--- config.mk ---
export PLATFORM = sky130hd
export DESIGN_NAME = mrst_unit
export DESIGN_NICKNAME = d
export VERILOG_FILES = /design/src/rtl/mrst_pkg.sv /design/src/rtl/mrst_unit.sv
export SDC_FILE = /design/constraint.sdc
export NUM_CORES = 1
export LEC_CHECK = 0
export BUFFER_PORTS_ARGS = -buffer_cell sky130_fd_sc_hd__buf_2
export CAP_MARGIN = 0
export CORE_MARGIN = 5
export CORE_UTILIZATION = 30
export CTS_BUF_LIST = sky130_fd_sc_hd__clkbuf_8 sky130_fd_sc_hd__clkbuf_16
export CTS_CLUSTER_SIZE = 40
export DETAILED_ROUTE_END_ITERATION = 8
export GPL_ROUTABILITY_DRIVEN = 0
export PLACE_DENSITY = 0.56
export REMOVE_ABC_BUFFERS = 1
export SKIP_LAST_GASP = 1
export SYNTH_ARGS = -nofsm -noshare
export SYNTH_HDL_FRONTEND = slang
export SYNTH_SLANG_ARGS = --single-unit
--- constraint.sdc ---
create_clock -name aclk -period 2.64 [get_ports aclk]
set_clock_uncertainty 0.1 [all_clocks]
set_input_delay 0.528 -clock aclk [delete_from_list [all_inputs] [get_ports aclk]]
set_output_delay 0.528 -clock aclk [all_outputs]
set_load 0.01 [all_outputs]
--- src/rtl/mrst_pkg.sv ---
// Purpose: Shared constants and types of the MCU reset and initial-value unit
// Assumes: 50 MHz aclk, 32-bit AXI4-Lite register words
// Notes: Word layouts are packed structs, LSB last
`default_nettype none
package mrst_pkg;
  localparam int CLK_NS = 20;
  localparam int INSTR_CYCLE_NS = 1000;
  localparam int OSC_SETTLE_NS = 1000000;
  localparam int RUN_MIN_CYC = (2 * INSTR_CYCLE_NS + CLK_NS - 1) / CLK_NS;
  localparam int SETTLE_MIN_CYC = (OSC_SETTLE_NS + CLK_NS - 1) / CLK_NS;
  localparam int NWORD = 10;
  localparam int IDX_STATUS = 0;
  localparam int IDX_IRQ = 2;
  localparam logic [1:0] RESP_OKAY = 2'h0;
  localparam logic [1:0] RESP_SLVERR = 2'h2;
  localparam logic [31:0] ST_W1C = 32'h0000_0006;
  localparam logic [31:0] IRQ_REQ_BITS = 32'h0000_3FF0;
  // Byte offsets are 4 * index; index 0 is the status word
  localparam logic [31:0] IMPL [NWORD] = '{32'h0000_000F, 32'h03FF_7FFF, 32'h3FF0_3FF1,
    32'hFFFF_FFFF, 32'hFFFF_FFFF, 32'h0003_FF73, 32'h0FF7_F3FF, 32'hFFFF_FF3F,
    32'h06FF_FF0F, 32'h0001_6F7F};
  // Bits forced on MCU reset; others keep their value
  localparam logic [31:0] RST_MASK [NWORD] = '{32'h0, 32'h03FF_7FFF, 32'h3FF0_3FF1,
    32'hFFFF_FFFF, 32'hFFFF_FFFF, 32'h0003_FB73, 32'h0FF7_F3FF, 32'h0F0F_0F1F,
    32'h06FF_FF0F, 32'h0001_6F7F};
  localparam logic [31:0] RST_VAL [NWORD] = '{32'h0, 32'h03FF_4000, 32'h3FF0_0000,
    32'hFFFF_FFFF, 32'h0000_0000, 32'h0, 32'h0, 32'h0, 32'h0000_8000, 32'h0};
  typedef struct packed {
    logic [5:0] rsv_h; logic [9:0] stack_pointer; logic rsv_m;
    logic branch_status_flag; logic [13:0] program_counter;
  } mrst_core_t;
  typedef struct packed {
    logic [1:0] rsv_h; logic [9:0] irq_mask_bit; logic [5:0] rsv_m;
    logic [9:0] irq_req; logic [2:0] rsv_l; logic global_irq_enable;
  } mrst_irq_t;
  typedef struct packed {
    logic [13:0] rsv_h; logic [1:0] edge_select_2; logic [3:0] edge_select_1;
    logic [3:0] port_mode_c; logic rsv_m; logic [2:0] port_mode_b; logic [1:0] rsv_l;
    logic [1:0] port_mode_a;
  } mrst_pmode_t;
  typedef struct packed {
    logic [3:0] rsv_h; logic [3:0] timer_d_mode2; logic [3:0] timer_d_mode1; logic rsv_c;
    logic [2:0] timer_c_mode2; logic [3:0] timer_c_mode1; logic [1:0] rsv_b;
    logic [1:0] timer_b_mode2; logic [3:0] timer_b_mode1; logic [3:0] timer_a_mode;
  } mrst_tmode_t;
  typedef struct packed {
    logic [7:0] timer_d_reload; logic [7:0] timer_c_reload; logic [7:0] timer_b_reload;
    logic [1:0] rsv; logic [1:0] serial_mode_b; logic [3:0] serial_mode_a;
  } mrst_ser_t;
  typedef struct packed {
    logic [3:0] rsv_h; logic [3:0] lcd_seg_select3; logic [3:0] lcd_duty_clock;
    logic [3:0] lcd_control; logic [7:0] adc_result; logic [3:0] rsv_l; logic [3:0] adc_mode;
  } mrst_adlcd_t;
  typedef struct packed {
    logic [14:0] rsv_h; logic ram_bank; logic rsv_s; logic [2:0] sysclk_select; logic [3:0] misc_control;
    logic rsv_l; logic capture_error_flag; logic capture_status_flag; logic adc_current_off;
    logic adc_start_flag; logic watchdog_on; logic direct_transfer_on; logic low_speed_on;
  } mrst_bits_t;
  typedef struct packed {
    mrst_bits_t bits; mrst_adlcd_t adlcd; mrst_ser_t ser; mrst_tmode_t tmode;
    mrst_pmode_t pmode; logic [31:0] port_dir; logic [31:0] port_out_data;
    mrst_irq_t irq; mrst_core_t core;
  } mrst_state_t;
endpackage : mrst_pkg
`default_nettype wire

--- src/rtl/mrst_unit.sv ---
// Purpose: MCU reset recognition, pulse qualification and initial-value loading
// Assumes: reset pin slow enough for a two-stage synchroniser; events already synchronous to aclk
// Notes: State words are software visible over AXI4-Lite
//
// Design decisions made here: the AXI4-Lite slave port and the address map.
`default_nettype none
// Functional notes
// [RULE1] Low pin holds reset; high releases it
// [RULE2] Source holds pin low one settle time
// [RULE3] Running reset lasts at least two instructions
// [RULE4] Counter zero, status one, stack 3FF
// [RULE5] Interrupt enable and requests cleared
// [RULE6] All interrupt masks set
// [RULE7] Port output data all ones
// [RULE8] Port direction all zero
// [RULE9] Port mode A, B, C bits cleared; code keeps port mode C bit 2 and clears C bits 3, 1, 0
// [RULE10] Both edge select registers cleared
// [RULE11] All timer mode registers cleared
// [RULE12] Serial mode A cleared, B low bit
// [RULE13] Reload low nibbles cleared, upper kept
// [RULE14] ADC mode cleared, result 80 hex
// [RULE15] LCD control and duty registers cleared
// [RULE16] LCD segment select bits cleared
// [RULE17] Low speed and direct transfer cleared
// [RULE18] Watchdog enable cleared
// [RULE19] ADC start and current-off cleared
// [RULE20] Capture status and error cleared
// [RULE21] Misc cleared, clock select bits 2,1
// [RULE22] RAM bank select cleared
// [RULE23] Pin synchronised before qualification and loading
module mrst_unit
  import mrst_pkg::*;
#(
  parameter int SETTLE_CYC = SETTLE_MIN_CYC,
  parameter int CNT_W = 24
)
(
  input wire logic aclk,
  input wire logic aresetn,
  input wire logic reset_pin_n,
  input wire logic stop_mode,
  input wire logic [9:0] irq_event,
  output logic mcu_rst,
  output mrst_state_t state,
  input wire logic [5:0] s_axi_awaddr,
  input wire logic [2:0] s_axi_awprot,
  input wire logic s_axi_awvalid,
  output logic s_axi_awready,
  input wire logic [31:0] s_axi_wdata,
  input wire logic [3:0] s_axi_wstrb,
  input wire logic s_axi_wvalid,
  output logic s_axi_wready,
  output logic [1:0] s_axi_bresp,
  output logic s_axi_bvalid,
  input wire logic s_axi_bready,
  input wire logic [5:0] s_axi_araddr,
  input wire logic [2:0] s_axi_arprot,
  input wire logic s_axi_arvalid,
  output logic s_axi_arready,
  output logic [31:0] s_axi_rdata,
  output logic [1:0] s_axi_rresp,
  output logic s_axi_rvalid,
  input wire logic s_axi_rready
);

  // ==========================================================
  // Decode helpers
  function automatic logic addr_ok(input logic [5:0] a);
    addr_ok = (a[1:0] == 2'h0) && (int'(a[5:2]) < NWORD);
  endfunction : addr_ok

  function automatic logic [31:0] strb_mask(input logic [3:0] s);
    strb_mask = {{8{s[3]}}, {8{s[2]}}, {8{s[1]}}, {8{s[0]}}};
  endfunction : strb_mask

  logic [31:0] word [1:NWORD-1];
  logic [31:0] view [NWORD];
  logic pin_s1;
  logic pin_s2;
  logic [CNT_W-1:0] low_cnt;
  logic por_pending;
  logic run_err;
  logic settle_err;
  logic release_now;
  logic need_settle;
  logic short_pulse;
  logic aw_hold;
  logic w_hold;
  logic [5:0] aw_addr;
  logic [31:0] w_data;
  logic [3:0] w_strb;
  logic wr_go;
  logic [3:0] wr_idx;
  logic [31:0] wr_mask;

  // ==========================================================
  // Reset pin synchroniser and qualification
  always_ff @(posedge aclk)
  begin
    if (!aresetn)
    begin
      pin_s1 <= 1'b0;
      pin_s2 <= 1'b0;
    end
    else
    begin
      pin_s1 <= reset_pin_n; // [RULE23]
      pin_s2 <= pin_s1;
    end
  end

  always_ff @(posedge aclk)
  begin
    if (!aresetn)
      mcu_rst <= 1'b1;
    else
      mcu_rst <= ~pin_s2; // [RULE1]
  end

  always_ff @(posedge aclk)
  begin
    if (!aresetn || pin_s2)
      low_cnt <= '0;
    else if (low_cnt != {CNT_W{1'b1}})
      low_cnt <= low_cnt + 1'b1;
  end

  assign release_now = pin_s2 && mcu_rst;
  assign need_settle = por_pending || stop_mode;
  assign short_pulse = need_settle ? (int'(low_cnt) < SETTLE_CYC) : (int'(low_cnt) < RUN_MIN_CYC);

  always_ff @(posedge aclk)
  begin
    if (!aresetn)
      por_pending <= 1'b1;
    else if (release_now)
      por_pending <= 1'b0;
  end

  // Violation flags: set wins over a same-cycle write-one clear
  always_ff @(posedge aclk)
  begin
    if (!aresetn)
    begin
      run_err <= 1'b0;
      settle_err <= 1'b0;
    end
    else
    begin
      if (release_now && short_pulse && !need_settle)
        run_err <= 1'b1; // [RULE3]
      else if (wr_go && wr_idx == 4'(IDX_STATUS) && wr_mask[1] && w_data[1])
        run_err <= 1'b0;
      if (release_now && short_pulse && need_settle)
        settle_err <= 1'b1; // [RULE2]
      else if (wr_go && wr_idx == 4'(IDX_STATUS) && wr_mask[2] && w_data[2])
        settle_err <= 1'b0;
    end
  end

  // ==========================================================
  // Initial-value state words
  // [RULE4] [RULE5] [RULE6] [RULE7] [RULE8] [RULE9] [RULE10] [RULE11] [RULE12] [RULE13] [RULE14]
  // [RULE15] [RULE16] [RULE17] [RULE18] [RULE19] [RULE20] [RULE21] [RULE22] loaded below
  // Read view: word 0 is the live status, the rest are the stored words
  always_comb
  begin
    view[0] = {28'h0, por_pending, settle_err, run_err, mcu_rst};
    for (int k = 1; k < NWORD; k++)
      view[k] = word[k];
  end

  for (genvar i = 1; i < NWORD; i++)
  begin : g_word
    always_ff @(posedge aclk)
    begin
      if (!aresetn)
        word[i] <= RST_VAL[i];
      else if (mcu_rst)
        word[i] <= (word[i] & ~RST_MASK[i]) | RST_VAL[i];
      else if (i == IDX_IRQ)
      begin
        // Requests clear only by writing zero; hardware events win
        if (wr_go && wr_idx == 4'(i))
          word[i] <= ((word[i] & ~wr_mask) | (w_data & wr_mask & ~IRQ_REQ_BITS)
            | (word[i] & w_data & wr_mask & IRQ_REQ_BITS)) | {18'h0, irq_event, 4'h0};
        else
          word[i] <= word[i] | {18'h0, irq_event, 4'h0};
      end
      else if (wr_go && wr_idx == 4'(i))
        word[i] <= (word[i] & ~wr_mask) | (w_data & wr_mask);
    end
  end

  assign state = {word[9], word[8], word[7], word[6], word[5], word[4], word[3], word[2], word[1]};

  // ==========================================================
  // AXI4-Lite write channel
  assign s_axi_awready = ~aw_hold;
  assign s_axi_wready = ~w_hold;
  assign wr_go = aw_hold && w_hold && !s_axi_bvalid;
  assign wr_idx = aw_addr[5:2];
  assign wr_mask = addr_ok(aw_addr) ? strb_mask(w_strb) & IMPL[wr_idx] : 32'h0;

  always_ff @(posedge aclk)
  begin
    if (!aresetn)
    begin
      aw_hold <= 1'b0;
      aw_addr <= 6'h00;
    end
    else if (s_axi_awvalid && !aw_hold)
    begin
      aw_hold <= 1'b1;
      aw_addr <= s_axi_awaddr;
    end
    else if (wr_go)
      aw_hold <= 1'b0;
  end

  always_ff @(posedge aclk)
  begin
    if (!aresetn)
    begin
      w_hold <= 1'b0;
      w_data <= 32'h0;
      w_strb <= 4'h0;
    end
    else if (s_axi_wvalid && !w_hold)
    begin
      w_hold <= 1'b1;
      w_data <= s_axi_wdata;
      w_strb <= s_axi_wstrb;
    end
    else if (wr_go)
      w_hold <= 1'b0;
  end

  always_ff @(posedge aclk)
  begin
    if (!aresetn)
    begin
      s_axi_bvalid <= 1'b0;
      s_axi_bresp <= RESP_OKAY;
    end
    else if (wr_go)
    begin
      s_axi_bvalid <= 1'b1;
      s_axi_bresp <= addr_ok(aw_addr) ? RESP_OKAY : RESP_SLVERR;
    end
    else if (s_axi_bready)
      s_axi_bvalid <= 1'b0;
  end

  // ==========================================================
  // AXI4-Lite read channel
  assign s_axi_arready = ~s_axi_rvalid;

  always_ff @(posedge aclk)
  begin
    if (!aresetn)
    begin
      s_axi_rvalid <= 1'b0;
      s_axi_rdata <= 32'h0;
      s_axi_rresp <= RESP_OKAY;
    end
    else if (s_axi_arvalid && !s_axi_rvalid)
    begin
      s_axi_rvalid <= 1'b1;
      s_axi_rdata <= addr_ok(s_axi_araddr) ? view[s_axi_araddr[5:2]] & IMPL[s_axi_araddr[5:2]] : 32'h0;
      s_axi_rresp <= addr_ok(s_axi_araddr) ? RESP_OKAY : RESP_SLVERR;
    end
    else if (s_axi_rready)
      s_axi_rvalid <= 1'b0;
  end
endmodule : mrst_unit
`default_nettype wire

Yosys cells after proc, flatten, opt, wreduce, memory -nomap -nowiden
Memories as Yosys holds them, arrays and structs flattened.
Index checks and enable logic that the tools add are counted.
Storage, ports and cells
  flip-flop bits (word level): 112
  bits in writable memories: 288
  memory bits (read-only): 1024
  input bits: 73
  output and inout bits: 330
  word-level logic and storage cells: 217
  memories kept: 3
Memories
  (no name shown): words 16, width 32, read ports 1, clocked after memory_dff 0, write ports 0, RTL line mrst_unit.sv:203  | assign wr_mask = addr_ok(aw_addr) ? strb_mask(w_strb) & IMPL[wr_idx] : 32'h0;
  (no name shown): words 16, width 32, read ports 1, clocked after memory_dff 0, write ports 0, RTL line mrst_unit.sv:270  | s_axi_rdata <= addr_ok(s_axi_araddr) ? view[s_axi_araddr[5:2]] & IMPL[s_axi_araddr[5:2]] : 32'h0;
  word: words 9, width 32, read ports 9, clocked after memory_dff 0, write ports 9, RTL line mrst_unit.sv:76  | logic [31:0] word [1:NWORD-1];
Cells by class
  $add $sub $neg: 1
  $lt $le $gt $ge: 6
  eq/ne operators: 10
  muxes and demuxes: 86
  bitwise operators: 52
  reduce and logical (&&, ||, !) cells: 42
Operator list (count)
  $mux W32: 27
  $and A32 B32 Y32: 12
  $or A32 B32 Y32: 9
  $bmux W32 S4: 1
  $or A32 B14 Y32: 3
  $mux W1: 56
  $not A32 Y32: 1
  $and A14 B14 Y14: 2
  $logic_and A1 B1 Y1: 25
  $add A24 B1 Y24 const B: 1
  $lt A24 B16 Y1 const B: 1
  $lt A24 B7 Y1 const B: 1
  $ne A24 B24 Y1 const B: 1
  $or A1 B1 Y1: 19
  $eq A4 B3 Y1 const B: 4
  $reduce_bool A2 Y1: 6
  $ge A5 B5 Y1 const B: 2
  $not A4 Y5: 2
  $eq A4 B2 Y1 const B: 2
  $eq A4 B4 Y1 const B: 2
  $lt A4 B4 Y1 const B: 2
  $logic_not A1 Y1: 6
  $eq A4 B1 Y1 const B: 1
  $logic_not A2 Y1: 2
  other kinds (4): 9

Logic depth before layout (Yosys ltp)
  depth in word-level cells: 13
  gate-level depth with buffers: 10
  mapped depth without buffers: 7

Worst setup path before layout
No wires, ideal clock.
  path kind: in2reg
  start: in aresetn
  end: reg, netlist name word[0][128]
  setup time: 0.389 ns
  data arrival time: 2.352 ns
  required time: 2.151 ns
  path slack: -0.201 ns
  stages: 7
  buffers on the path: 2
  cell sequence: nor2b_1 > clkbuf_1 > nand2_1 > nor3b_2 > nand2_1 > buf_2 > nand2_1
RTL lines
  start: declaration: RTL line mrst_unit.sv:39  | input wire logic aresetn,

==> results.yml <==
status:
  outcome: "completed"
timing:
  max_clock_freq_ghz: 0.4124
  finalCritPeriodShare: 0.9184
  worst_pin_slew_ps: 740.3
  setup_slack_ps: 215.4
  min_period_ps: 2425
  setup-violations-final: 0
  hold_violations: 0
  rsz0062_at_grt: "false"
  maxSlewViolCount: 0
  worst_hold_slack_ps: 63.66
  slew_headroom: 0.5046
route:
  vias: 16900
  drt_iter0_drc: 1472
  viasPerCell: 5.358
  ant_nets: 0
  drt_pre_antenna_iters: 5
  wl_mm: 83.71
  drc: 0
  wl_per_cell_um: 26.54
synthesis:
  synthFlopType: "edfxtp_1"
  yosys.area.top_type: "edfxtp_1"
  syn-cell-area_um2: 18910
  syn_avg_cell_area_um2: 10.47
  synth_top_area_share: 0.4573
  ys_types: 74
  synthTopCellsByArea: "edfxtp_1 (46%), dfxtp_1 (12%), a21oi_1 (7.0%)"
  synth_edf_count: 288
  ys_ff_latch: 398
  netlist_instances: 1806
  ys_warn_count: 0
  synth_seq_area_share: 0.5738
  async_reset_ff_frac: 0
layout:
  final_cell_mix: "buf_2 (391), edfxtp_1 (288), a21oi_1 (265)"
  drive_gt1_frac: 0.2933
  final_nets: 2353
  final_common_cell: "buf_2"
  synthToLayoutAreaGrowth_pct: 28.78
  final_core_util: 0.3882
grt:
  grt_max_degree: 78
  grt_pass1_wl_mm: 117.4
  grt_pass1_vias: 16340
  grt_usage: 0.2348
  antenna_found_initial: 7
  grt_overflow: 0
critical_path:
  crit_required_ps: 2960
  path_max_fanout: 12
  cp_cell_sequence: "nand2b_1, a31oi_1, buf_4, nor2_1, nand2_1, a21oi_1"
  critPathKind: "reg -> reg"
  slowest_delay_ps: 540
  r2r-start: "aw_addr[4]$_SDFFE_PN0P_"
  start_kind: "register"
  crit_arrival_ps: 2750
  cp-startpoint: "aw_addr[4]$_SDFFE_PN0P_"
  endpoint_kind: "register"
  slowest_stage: "dfxtp_1"
floorplanning:
  rows: 92
  chipWidth_um: 261.1
  coreArea_um2: 62740
  die_area_um2: 68160
  initial_core_util: 0.3014
  io_pins: 403
  die_y_um: 261.1
clock_network:
  postCtsHoldBufs: 0
  cts_max_level: 2
  cts-resized-gates: 0
  cts_buffers: 47
  cts_tree: "yes"
  cts_buffer_depth: 3
  clock_latency_ps: 580
  cts_setup_buffers: 0
  clk_pin_slew_ps: 60
  numClockSinks: 398
  cts_root_buf: "clkbuf_16"
place:
  pre_cts_ws_ps: 168.5
  place_hpwl_mm: 60.43
  io_buffers: 394
pwr:
  leakagePower_nw: 9.619
  peakVddDrop_mv: 0.4628
  powerDensity_nw_per_um2: 604.2
  power_mw: 14.72
worst_hold_path:
  worstHoldPathType: "in -> reg"
  hp-start: "reset_pin_n"
job:
  cap_violations: 0
==> critical path: cells and delay by family, from the launching register on <==
family	cells	cell delay (ps)
AO/OA/AOI/OAI	2	410
flip-flops	1	540
AND/OR/NAND/NOR	3	1000
buffers and inverters	1	210
==> area by class of cell <==
class                           count  area (µm²)
Antenna cell                        3       7.507
Timing Repair Buffer              524        3281
Clock buffer                       51        1265
Inverter                           42       157.7
Clock inverter                     36       274.0
Tap cell                          846        1059
Multi-Input combinational cell   1254        7460
Fill cell                        6258       38380
Sequential cell                   398       10850
==> layer usage <==
layer	GRT usage	wire, µm	share of wire
met3	0.07395	9380	0.11
met4	0.06599	2375	0.028
met2	0.3855	39440	0.47
met5	0	36	0.00043
met1	0.3009	32480	0.39
==> cells in the mapped netlist, drive strengths merged (16+ instances only) <==
library cell	count
a21oi	265
nor3	18
nand4	21
dfxtp	110
clkbuf	79
mux4	29
nand2	272
mux2	18
buf	42
inv	41
nand3	49
mux2i	40
nor2	161
nand2b	16
edfxtp	288
a21boi	38
o21ai	103
==> registers in the layout, indices dropped and copies added (netlist names) <==
name          flops
s_axi_rdata      32
s_axi_rvalid      1
low_cnt          24
word            288
w_data           32
s_axi_bvalid      1
aw_hold           1
por_pending       1
s_axi_bresp       1
pin_s2            1
w_hold            1
settle_err        1
s_axi_rresp       1
pin_s1            1
mcu_rst           1
w_strb            4
run_err           1
aw_addr           6
==> path summary, 6_finish.rpt <==
check	to	slack, ps	cells after the start
worst max register to register	word[0][148]$_SDFFCE_PN0P_	220	6
worst min register to register	pin_s2$_SDFF_PN0_	340	1
worst max-delay path	word[0][148]$_SDFFCE_PN0P_	220	6
worst min-delay path	pin_s1$_SDFF_PN0_	60	2
==> power by group <==
part           internal (mW)  switching (mW)
Combinational          0.435           0.784
Clock                   3.83            2.74
Sequential              6.79           0.128
Total                   11.1            3.65
==> per-stage QoR <==
step	TNS (ps)	cells	area (µm²)
5_1_grt	0	3151	24350
2_1_floorplan	-133750	1694	18420
4_1_cts	0	3151	24350
6_report	0	3154	24350
3_3_place_gp	0	3064	22810
3_5_place_dp	0	3064	22810
==> cells by family (layout without fill, tap and decap cells) <==
| logic type | after synthesis | count (layout) | share of synthesized area |
|---|---|---|---|
| XOR/XNOR | 19 | 19 | 0.008800 |
| adder cells (fa/ha/maj) | 13 | 13 | 0.008602 |
| multiplexers | 87 | 87 | 0.06643 |
| AND/OR/NAND/NOR | 611 | 611 | 0.1462 |
| AO/OA/AOI/OAI | 512 | 512 | 0.1595 |
| buffers and inverters | 164 | 653 | 0.03632 |
| other | 2 | 15 | 0.0003971 |
| flip-flops | 398 | 398 | 0.5738 |
(Power assumes the default switching activity.)
